**src/verilog/stpc_pkg.sv**
```systemverilog
/*
 * Constants shared by the sensor-scanner timing and peripheral control block:
 * register offsets, field positions, reset values and mode encodings.
 * Assumes a word-addressed plain register port with byte offsets.
 */
package stpc_pkg;

    // ------------------------------------------------------------------
    // Register offsets
    // ------------------------------------------------------------------
    localparam logic [11:0] STPC_OFS_TIMING = 12'h004; // timing_control
    localparam logic [11:0] STPC_OFS_PERIPH = 12'h008; // peripheral_control
    localparam logic [11:0] STPC_OFS_DECODE = 12'h00C; // decoder_control

    // ------------------------------------------------------------------
    // Timing control fields
    // ------------------------------------------------------------------
    localparam int STPC_FAST_DIV_LSB = 0;   // fast_timer_divider [1:0]
    localparam int STPC_SLOW_DIV_LSB = 4;   // slow_timer_divider [6:4]
    localparam int STPC_PC_DIV_LSB = 8;     // period_counter_divider [10:8]
    localparam logic [31:0] STPC_TIMING_MASK = 32'h0000_0773;
    localparam logic [31:0] STPC_TIMING_RST = 32'h0000_0000;

    // ------------------------------------------------------------------
    // Peripheral control fields
    // ------------------------------------------------------------------
    localparam int STPC_CONV0_TAKE_BIT = 0;
    localparam int STPC_CONV1_TAKE_BIT = 1;
    localparam int STPC_CONV0_SRC_BIT = 2;
    localparam int STPC_CONV1_SRC_BIT = 3;
    localparam int STPC_LEAD_BIT = 6;
    localparam int STPC_TRIG_BIT = 8;
    localparam int STPC_CMP0_MODE_LSB = 20;
    localparam int STPC_CMP1_MODE_LSB = 22;
    localparam int STPC_CMP0_INV_BIT = 24;
    localparam int STPC_CMP1_INV_BIT = 25;
    localparam int STPC_IDLE_PWR_LSB = 28;
    localparam logic [31:0] STPC_PERIPH_MASK = 32'h3FF0_014F;
    localparam logic [31:0] STPC_PERIPH_RST = 32'h0000_0000;

    // ------------------------------------------------------------------
    // Decoder control fields
    // ------------------------------------------------------------------
    localparam int STPC_DEC2_SRC_LSB = 20;
    localparam int STPC_DEC3_SRC_LSB = 25;
    localparam logic [31:0] STPC_DECODE_MASK = 32'h1EF0_0000;
    localparam logic [31:0] STPC_DECODE_RST = 32'h0000_0000;
    localparam logic [3:0] STPC_EVENT_CH_MAX = 4'hB; // highest event channel

    // ------------------------------------------------------------------
    // Comparator control modes
    // ------------------------------------------------------------------
    localparam logic [1:0] STPC_CMP_NONE = 2'h0;
    localparam logic [1:0] STPC_CMP_MUX = 2'h1;
    localparam logic [1:0] STPC_CMP_MUXTHR = 2'h2;

endpackage : stpc_pkg

```
**src/verilog/stpc_ctrl.sv**
```systemverilog
/*
 * Sensor-scanner timing and peripheral control: holds the timing, peripheral
 * and decoder control registers and turns them into clock-enable ticks for the
 * period counter and both timers, comparator/DAC control and decoder inputs.
 * Assumes the slow peripheral clock and the auxiliary fast oscillator arrive as
 * one-cycle tick pulses synchronous to i_core_clk, and that the scan sequencer
 * outside supplies idle, scan-start and channel-start strobes and the interaction threshold.
 */
// Added by the designer: the plain strobed port.
`timescale 1ns/1ns
module stpc_ctrl (
    // Clock and reset
    input wire logic i_core_clk,
    input wire logic i_nrst,
    // Register port
    input wire logic [11:0] i_addr,
    input wire logic [31:0] i_wdata,
    input wire logic i_wr,
    input wire logic i_rd,
    output logic [31:0] o_rdata,
    // Source clock ticks
    input wire logic i_slow_tick,
    input wire logic i_slow_half_tick,
    input wire logic i_fast_tick,
    // Scan sequencer status
    input wire logic i_scanner_idle,
    input wire logic i_scan_start,
    input wire logic i_channel_start,
    input wire logic [11:0] i_interaction_threshold,
    input wire logic [11:0] i_conv0_value,
    input wire logic [11:0] i_conv1_value,
    // Comparators
    input wire logic [1:0] i_cmp_raw,
    output logic [1:0] o_cmp_out,
    output logic [1:0] o_cmp_powered,
    output logic [1:0] o_cmp_mux_ctrl,
    output logic [1:0] o_cmp_level_ctrl,
    // Voltage DAC
    output logic o_dac_powered,
    output logic o_dac_start,
    output logic [1:0] o_dac_takeover,
    output logic [11:0] o_conv0_data,
    output logic [11:0] o_conv1_data,
    // Timer ticks
    output logic o_pc_tick,
    output logic o_slow_timer_tick,
    output logic o_fast_timer_tick,
    // Event channels to decoder
    input wire logic [11:0] i_event_ch,
    output logic [1:0] o_dec_hi_bits
);

    // ------------------------------------------------------------------
    // Helpers
    // ------------------------------------------------------------------

    // Prescaler tick: fires when the low code bits of the count are all ones
    function automatic logic stpc_div_hit(input logic [6:0] cnt, input logic [2:0] code);
        logic [6:0] msk;
        msk = 7'(({7'h00, 1'b1} << code) - 8'h01);
        return (cnt & msk) == msk;
    endfunction : stpc_div_hit

    // Event channel pick; codes above the last channel read zero
    function automatic logic stpc_ev_pick(input logic [11:0] ev, input logic [3:0] sel);
        return (sel <= stpc_pkg::STPC_EVENT_CH_MAX) ? ev[sel] : 1'b0;
    endfunction : stpc_ev_pick

    // ------------------------------------------------------------------
    // Registers
    // ------------------------------------------------------------------
    logic [31:0] timing_r, timing_nxt;   // timing_control
    logic [31:0] periph_r, periph_nxt;   // peripheral_control
    logic [31:0] decode_r, decode_nxt;   // decoder_control
    logic [31:0] rdata_r, rdata_nxt;     // Read data, one cycle after strobe

    // Write side; reserved bits are kept at zero regardless of what is written,
    // so a careless write cannot reach hidden state
    always_comb begin
        timing_nxt = timing_r;
        periph_nxt = periph_r;
        decode_nxt = decode_r;
        rdata_nxt = 32'h0000_0000;
        if (i_wr) begin
            unique case (i_addr)
                stpc_pkg::STPC_OFS_TIMING: timing_nxt = i_wdata & stpc_pkg::STPC_TIMING_MASK;
                stpc_pkg::STPC_OFS_PERIPH: periph_nxt = i_wdata & stpc_pkg::STPC_PERIPH_MASK;
                stpc_pkg::STPC_OFS_DECODE: decode_nxt = i_wdata & stpc_pkg::STPC_DECODE_MASK;
                default: ; // Unmapped writes are dropped
            endcase
        end
        if (i_rd) begin
            unique case (i_addr)
                stpc_pkg::STPC_OFS_TIMING: rdata_nxt = timing_r;
                stpc_pkg::STPC_OFS_PERIPH: rdata_nxt = periph_r;
                stpc_pkg::STPC_OFS_DECODE: rdata_nxt = decode_r;
                default: rdata_nxt = 32'h0000_0000; // Unmapped reads as zero
            endcase
        end
    end

    // Register bank, synchronous reset to documented values
    always_ff @(posedge i_core_clk) begin
        if (!i_nrst) begin
            timing_r <= stpc_pkg::STPC_TIMING_RST;
            periph_r <= stpc_pkg::STPC_PERIPH_RST;
            decode_r <= stpc_pkg::STPC_DECODE_RST;
            rdata_r <= 32'h0000_0000;
        end else begin
            timing_r <= timing_nxt;
            periph_r <= periph_nxt;
            decode_r <= decode_nxt;
            rdata_r <= rdata_nxt;
        end
    end

    assign o_rdata = rdata_r;

    // ------------------------------------------------------------------
    // Field views
    // ------------------------------------------------------------------
    logic [1:0] fast_timer_divider;
    logic [2:0] slow_timer_divider;
    logic [2:0] period_counter_divider;
    logic [1:0] idle_power_policy;
    logic [1:0] comparator0_control_mode;
    logic [1:0] comparator1_control_mode;
    logic [3:0] decoder_bit2_source;
    logic [3:0] decoder_bit3_source;

    assign fast_timer_divider = timing_r[stpc_pkg::STPC_FAST_DIV_LSB +: 2];
    assign slow_timer_divider = timing_r[stpc_pkg::STPC_SLOW_DIV_LSB +: 3];
    assign period_counter_divider = timing_r[stpc_pkg::STPC_PC_DIV_LSB +: 3];
    assign idle_power_policy = periph_r[stpc_pkg::STPC_IDLE_PWR_LSB +: 2];
    assign comparator0_control_mode = periph_r[stpc_pkg::STPC_CMP0_MODE_LSB +: 2];
    assign comparator1_control_mode = periph_r[stpc_pkg::STPC_CMP1_MODE_LSB +: 2];
    assign decoder_bit2_source = decode_r[stpc_pkg::STPC_DEC2_SRC_LSB +: 4];
    assign decoder_bit3_source = decode_r[stpc_pkg::STPC_DEC3_SRC_LSB +: 4];

    // ------------------------------------------------------------------
    // Prescalers
    // ------------------------------------------------------------------
    // Free-running counts of source ticks; a shared count keeps divider
    // changes glitch-free at the cost of a phase that is not realigned.
    logic [6:0] slow_cnt_r, slow_cnt_nxt;   // Slow clock tick count
    logic [2:0] fast_cnt_r, fast_cnt_nxt;   // Oscillator tick count
    logic pc_tick_r, pc_tick_nxt;
    logic slow_tm_r, slow_tm_nxt;
    logic fast_tm_r, fast_tm_nxt;

    // Next counts and tick pulses
    always_comb begin
        slow_cnt_nxt = slow_cnt_r;
        fast_cnt_nxt = fast_cnt_r;
        pc_tick_nxt = 1'b0;
        slow_tm_nxt = 1'b0;
        fast_tm_nxt = 1'b0;
        if (i_slow_tick) begin
            slow_cnt_nxt = 7'(slow_cnt_r + 7'h01);
            pc_tick_nxt = stpc_div_hit(slow_cnt_r, period_counter_divider);
            slow_tm_nxt = stpc_div_hit(slow_cnt_r, slow_timer_divider);
        end
        if (i_fast_tick) begin
            fast_cnt_nxt = 3'(fast_cnt_r + 3'h1);
            fast_tm_nxt = stpc_div_hit({4'h0, fast_cnt_r}, {1'b0, fast_timer_divider});
        end
    end

    // Prescaler state
    always_ff @(posedge i_core_clk) begin
        if (!i_nrst) begin
            slow_cnt_r <= 7'h00;
            fast_cnt_r <= 3'h0;
            pc_tick_r <= 1'b0;
            slow_tm_r <= 1'b0;
            fast_tm_r <= 1'b0;
        end else begin
            slow_cnt_r <= slow_cnt_nxt;
            fast_cnt_r <= fast_cnt_nxt;
            pc_tick_r <= pc_tick_nxt;
            slow_tm_r <= slow_tm_nxt;
            fast_tm_r <= fast_tm_nxt;
        end
    end

    assign o_pc_tick = pc_tick_r;
    assign o_slow_timer_tick = slow_tm_r;
    assign o_fast_timer_tick = fast_tm_r;

    // ------------------------------------------------------------------
    // Comparator and DAC control
    // ------------------------------------------------------------------
    logic [1:0] cmp_out_r, cmp_out_nxt;
    logic [1:0] cmp_pwr_r, cmp_pwr_nxt;
    logic [1:0] cmp_mux_r, cmp_mux_nxt;
    logic [1:0] cmp_lvl_r, cmp_lvl_nxt;
    logic dac_pwr_r, dac_pwr_nxt;
    logic dac_start_r, dac_start_nxt;
    logic [1:0] take_r, take_nxt;
    logic [11:0] conv0_r, conv0_nxt;
    logic [11:0] conv1_r, conv1_nxt;
    logic dac_pend_r, dac_pend_nxt;   // Trigger seen, waiting for lead edge
    logic [1:0] cmp_mode [2];

    assign cmp_mode[0] = comparator0_control_mode;
    assign cmp_mode[1] = comparator1_control_mode;

    // Next comparator/DAC outputs
    always_comb begin
        logic trig;
        logic lead_edge;
        trig = 1'b0;
        lead_edge = 1'b0;
        // Comparator results, optionally inverted
        cmp_out_nxt[0] = i_cmp_raw[0] ^ periph_r[stpc_pkg::STPC_CMP0_INV_BIT];
        cmp_out_nxt[1] = i_cmp_raw[1] ^ periph_r[stpc_pkg::STPC_CMP1_INV_BIT];
        // Mode decides which comparator controls the scanner drives
        for (int k = 0; k < 2; k++) begin
            cmp_mux_nxt[k] = (cmp_mode[k] == stpc_pkg::STPC_CMP_MUX) ||
                             (cmp_mode[k] == stpc_pkg::STPC_CMP_MUXTHR);
            cmp_lvl_nxt[k] = (cmp_mode[k] == stpc_pkg::STPC_CMP_MUXTHR);
        end
        // Idle power: busy keeps all on; idle obeys the policy bits
        cmp_pwr_nxt = (!i_scanner_idle || idle_power_policy[0]) ? 2'h3 : 2'h0;
        dac_pwr_nxt = !i_scanner_idle || idle_power_policy[1];
        // Takeover of each DAC channel
        take_nxt[0] = periph_r[stpc_pkg::STPC_CONV0_TAKE_BIT];
        take_nxt[1] = periph_r[stpc_pkg::STPC_CONV1_TAKE_BIT];
        // Conversion data sources
        conv0_nxt = periph_r[stpc_pkg::STPC_CONV0_SRC_BIT] ?
                    i_interaction_threshold : i_conv0_value;
        conv1_nxt = periph_r[stpc_pkg::STPC_CONV1_SRC_BIT] ?
                    i_interaction_threshold : i_conv1_value;
        // Trigger per channel or once per scan
        trig = periph_r[stpc_pkg::STPC_TRIG_BIT] ? i_scan_start : i_channel_start;
        // Lead: full slow cycle waits on full tick, half on half tick
        lead_edge = periph_r[stpc_pkg::STPC_LEAD_BIT] ? i_slow_half_tick : i_slow_tick;
        dac_pend_nxt = dac_pend_r;
        dac_start_nxt = 1'b0;
        if (trig && (take_r != 2'h0)) begin
            dac_pend_nxt = 1'b1;
        end else if (dac_pend_r && lead_edge) begin
            dac_pend_nxt = 1'b0;
            dac_start_nxt = 1'b1;
        end
    end

    // Comparator/DAC state
    always_ff @(posedge i_core_clk) begin
        if (!i_nrst) begin
            cmp_out_r <= 2'h0;
            cmp_pwr_r <= 2'h0;
            cmp_mux_r <= 2'h0;
            cmp_lvl_r <= 2'h0;
            dac_pwr_r <= 1'b0;
            dac_start_r <= 1'b0;
            take_r <= 2'h0;
            conv0_r <= 12'h000;
            conv1_r <= 12'h000;
            dac_pend_r <= 1'b0;
        end else begin
            cmp_out_r <= cmp_out_nxt;
            cmp_pwr_r <= cmp_pwr_nxt;
            cmp_mux_r <= cmp_mux_nxt;
            cmp_lvl_r <= cmp_lvl_nxt;
            dac_pwr_r <= dac_pwr_nxt;
            dac_start_r <= dac_start_nxt;
            take_r <= take_nxt;
            conv0_r <= conv0_nxt;
            conv1_r <= conv1_nxt;
            dac_pend_r <= dac_pend_nxt;
        end
    end

    assign o_cmp_out = cmp_out_r;
    assign o_cmp_powered = cmp_pwr_r;
    assign o_cmp_mux_ctrl = cmp_mux_r;
    assign o_cmp_level_ctrl = cmp_lvl_r;
    assign o_dac_powered = dac_pwr_r;
    assign o_dac_start = dac_start_r;
    assign o_dac_takeover = take_r;
    assign o_conv0_data = conv0_r;
    assign o_conv1_data = conv1_r;

    // ------------------------------------------------------------------
    // Decoder event inputs
    // ------------------------------------------------------------------
    logic [1:0] dec_r, dec_nxt;

    // Select event channels for decoder bits 2 and 3
    always_comb begin
        dec_nxt[0] = stpc_ev_pick(i_event_ch, decoder_bit2_source);
        dec_nxt[1] = stpc_ev_pick(i_event_ch, decoder_bit3_source);
    end

    // Decoder input register
    always_ff @(posedge i_core_clk) begin
        if (!i_nrst) begin
            dec_r <= 2'h0;
        end else begin
            dec_r <= dec_nxt;
        end
    end

    assign o_dec_hi_bits = dec_r;

endmodule : stpc_ctrl

```
**config.mk**
```make
export PLATFORM = sky130hd
export DESIGN_NAME = stpc_ctrl
export DESIGN_NICKNAME = d
export VERILOG_FILES = /design/src/verilog/stpc_pkg.sv /design/src/verilog/stpc_ctrl.sv
export SDC_FILE = /design/constraint.sdc
export NUM_CORES = 1
export LEC_CHECK = 0
export ABC_CLOCK_PERIOD_IN_PS = 4330
export BUFFER_PORTS_ARGS = -buffer_cell sky130_fd_sc_hd__buf_4
export CAP_MARGIN = 25
export CORE_UTILIZATION = 52
export CTS_CLUSTER_DIAMETER = 120
export DETAILED_ROUTE_END_ITERATION = 10
export GPL_ROUTABILITY_DRIVEN = 0
export HOLD_SLACK_MARGIN = 0.12
export PLACE_DENSITY = 0.83
export SLEW_MARGIN = 20
export SYNTH_ARGS = -nofsm -noshare
export SYNTH_HDL_FRONTEND = slang
export SYNTH_SLANG_ARGS = --single-unit
```
**constraint.sdc**
```tcl
create_clock -name i_core_clk -period 4.33 [get_ports i_core_clk]
set_clock_uncertainty 0.15 [all_clocks]
set_input_delay 0.866 -clock i_core_clk [delete_from_list [all_inputs] [get_ports i_core_clk]]
set_output_delay 0.866 -clock i_core_clk [all_outputs]
set_load 0.02 [all_outputs]
```
==> flow_summary.toml <==
[logic_synthesis]
netlist_area_mm2 = 0.00445
yosys.area.top_type_share_pct = 46.4
ys_ff_latch = 103
ys_warn_count = 0
synth_ff_type = "dfxtp_1"
syn_area_per_cell_um2 = 10.0
synth.distinct_cells = 49
synth_area_leaders = "dfxtp_1 (46%), mux2i_1 (7.0%), o21ai_2 (4.7%)"
synth_top_area_cell = "dfxtp_1"
yosysSeqAreaShare_pct = 46.4
synth_edf_count = 0
syn-instance-count = 444
synthArstFlopShare_pct = 0

[global_routing]
antenna_found_initial = 0
grt_start_max_net_pins = 65
grtUsageTotal_pct = 21.1
grt_pass1_vias = 3204
gr-total-overflow = 0
grt_pass1_wl_mm = 14.5

[sta]
maxSlewViolCount = 0
setup_viol = 0
max_slew.worst_pin.slew_ns = 1.02
final.period_utilization_pct = 62.6
finalCriticalPeriod_ns = 2.71
worst_slew_margin_rel_pct = 31.6
rsz0062_at_grt = "no"
max_freq_ghz = 0.369
finalSetupTns_ns = 0
whs_ns = 0.321
hold_viol = 0

[layout]
num_antenna_cells = 0
fill_cells = 636
final_cells = 685
drive_gt1_share_pct = 37.6
num-nets-final = 684
area_delta_synth_final_pct = 27.7

[placement]
port_buffers = 152
dp_hpwl_mm = 7.18
numPlacedInstances = 668

[clock_tree]
path_clk_slew_ns = 0.10
cts_resized = 0
cts_buffers = 9
clk_path_buf_depth = 2
cts_setup_buffers = 0
h-tree-depth = 3
cts_hold_buf = 0
cts.sinks = 103
cts_tree = "yes"
ctsRootBufferMaster = "clkbuf_8"
insertion_delay_ns = 0.35

[worst_setup_path]
critPathKind = "in -> reg"
cp_max_fo = 8
cp.arrival_ns = 2.85
cp_top_family = "simple AND/OR/NAND/NOR gates"
path_buf_inv = 1
start_kind = "input port"
slowest_stage = "nor3_1"
crit_path_end_kind = "flop"
worstPathCellList = "buf_4 -> or4_1 -> nor3_1 -> a22oi_1 -> nor2_1"
cp_slowest_stage_delay_ns = 0.87
crit_required_ns = 4.47

[floorplan]
coreArea_mm2 = 0.00826
start_util_pct = 53.9
dieWidth_um = 94.5
die_area_mm2 = 0.00893
die_h_um = 94.5
rows = 33
io_pins = 177

[routing]
routedWlPerCell_um = 14.3
vias_per_cell = 5.18
postRouteAntennaNets = 0
firstDrtPassIters = 4
wl_mm = 9.81
dr_total_vias = 3551
drc = 0
drt_iter0_markers = 102

[flow_run]
max-cap-violations = 0

[power]
p_leak_nw = 2.31
comb_power_share_pct = 10.7
peakVddDrop_v = 0.000217
p_clk_share_pct = 34.2
p_seq_share_pct = 55.1
p_int_mw = 1.34
powerDensity_mw_per_mm2 = 312
p_sw_uw = 433
swShare_pct = 24.4

[run_status]
status = "finished clean"

[worst_hold_path]
min_path_type = "reg -> reg"
## worst paths after layout
check / from / endpoint / slack [ns] / cells after the start
worst max-delay path: i_addr[11] / o_rdata[27] / 1.62 / 5
worst min-delay path: dac_pend_r / dac_pend_r / 0.32 / 2
worst max register to register: timing_r[10] / o_pc_tick / 2.20 / 7
worst min register to register: dac_pend_r / dac_pend_r / 0.32 / 2
## worst register-to-register path, cell delays in order, from the launching register on
cell and delay [ns]:
dfxtp_1 0.52, nor2_1 0.12, nand2_1 0.08, ha_1 0.28, nor4bb_1 0.23, o21ai_0 0.12, o2111a_1 0.16, a2111oi_0 0.34
## routing by layer
layer  part of all wire [%]  vias up  GRT usage (%)
met1                     42     1619           24.9
met2                     48      149           35.6
met3                    8.0       16           5.23
li1                       -     1767              -
met5                      0        -              0
met4                    2.0        0           10.6
## cell usage in the layout (no fill, tap or decap), types with 2 or more instances in the layout
cell type and count:
a21boi_0 4, a221oi_1 2, a22oi_1 12, and2_1 18, and3_1 5, buf_4 155
clkbuf_8 9, clkinvlp_4 2, conb_1 12, dfxtp_1 103, ha_1 5, inv_1 8
inv_6 2, mux2i_1 31, mux4_2 4, nand2_1 35, nand2b_1 3, nand3_1 22
nand3_2 12, nand3b_1 2, nand4_1 2, nand4b_1 2, nor2_1 16, nor2b_1 31
nor3_1 3, o211ai_1 4, o21ai_0 11, o21ai_1 8, o21ai_2 24, or3_1 2
or4_4 4, or4b_2 2, xnor2_1 6, xor2_1 4
## final cells by class
cell class,instances,area [µm²],share of cell area (%)
sequential,103,2060,36.3
clock buffer,9,124,2.18
timing repair buffer,155,1160,20.5
multi-input combinational,298,2090,36.8
clock inverter,7,78.8,1.39
tap,105,131,2.31
inverter,8,30.0,0.529
## registers in the layout, summed over array words and instances, names as in the netlist, 2 cells and up
name and cells:
periph_r 16, fast_cnt_r 3, o_dac_takeover 2, o_conv1_data 12
o_cmp_level_ctrl 2, o_dec_hi_bits 2, o_conv0_data 12, decode_r 8
slow_cnt_r 7, o_rdata 20, o_cmp_mux_ctrl 2, o_cmp_out 2
timing_r 8
## stage by stage
step | util, % | setup WS, ns | area (µm²) | total power [mW]
final | 68.8 | 1.62 | 5680 | 1.77
after global routing | 68.8 | 1.59 | 5680 | 1.85
after CTS | 68.7 | 1.64 | 5670 | 1.79
after detailed placement | 66.2 | 1.26 | 5470 | 1.19
after global placement | 66.2 | 1.35 | 5470 | 1.19
after floorplan | - | 1.64 | 4490 | 1.09
## cells in the mapped netlist (all sizes together) (3+ instances only)
master  number
a21boi       4
a22oi       12
and2        18
and3         5
buf         29
clkbuf      17
dfxtp      103
ha           5
inv          8
mux2i       31
mux4         4
nand2       35
nand2b       3
nand3       34
nor2        16
nor2b       31
nor3         4
o211ai       4
o21ai       43
or4          5
xnor2        6
xor2         4
## power groups by stage
stage / Combinational, mW / Sequential, mW / Clock (mW)
2_1_floorplan: 0.0755 / 1.02 / 0
6_report: 0.191 / 0.977 / 0.606
5_1_grt: 0.206 / 0.980 / 0.663
3_3_place_gp: 0.187 / 0.999 / 0
4_1_cts: 0.192 / 0.978 / 0.622
3_5_place_dp: 0.191 / 1.00 / 0
## cells by family (layout without fill, tap and decap cells)
logic type | after synthesis | after routing | share of synthesized area, %
AND/OR/NAND/NOR | 166 | 166 | 22.0
flip-flops | 103 | 103 | 46.4
AO/OA/AOI/OAI | 70 | 70 | 11.6
buffers and inverters | 54 | 179 | 7.57
multiplexers | 35 | 35 | 9.00
XOR/XNOR | 10 | 10 | 1.97
adder cells (fa/ha/maj) | 5 | 5 | 1.41
other | 1 | 12 | 0.0843
(Power assumes the default switching activity.)
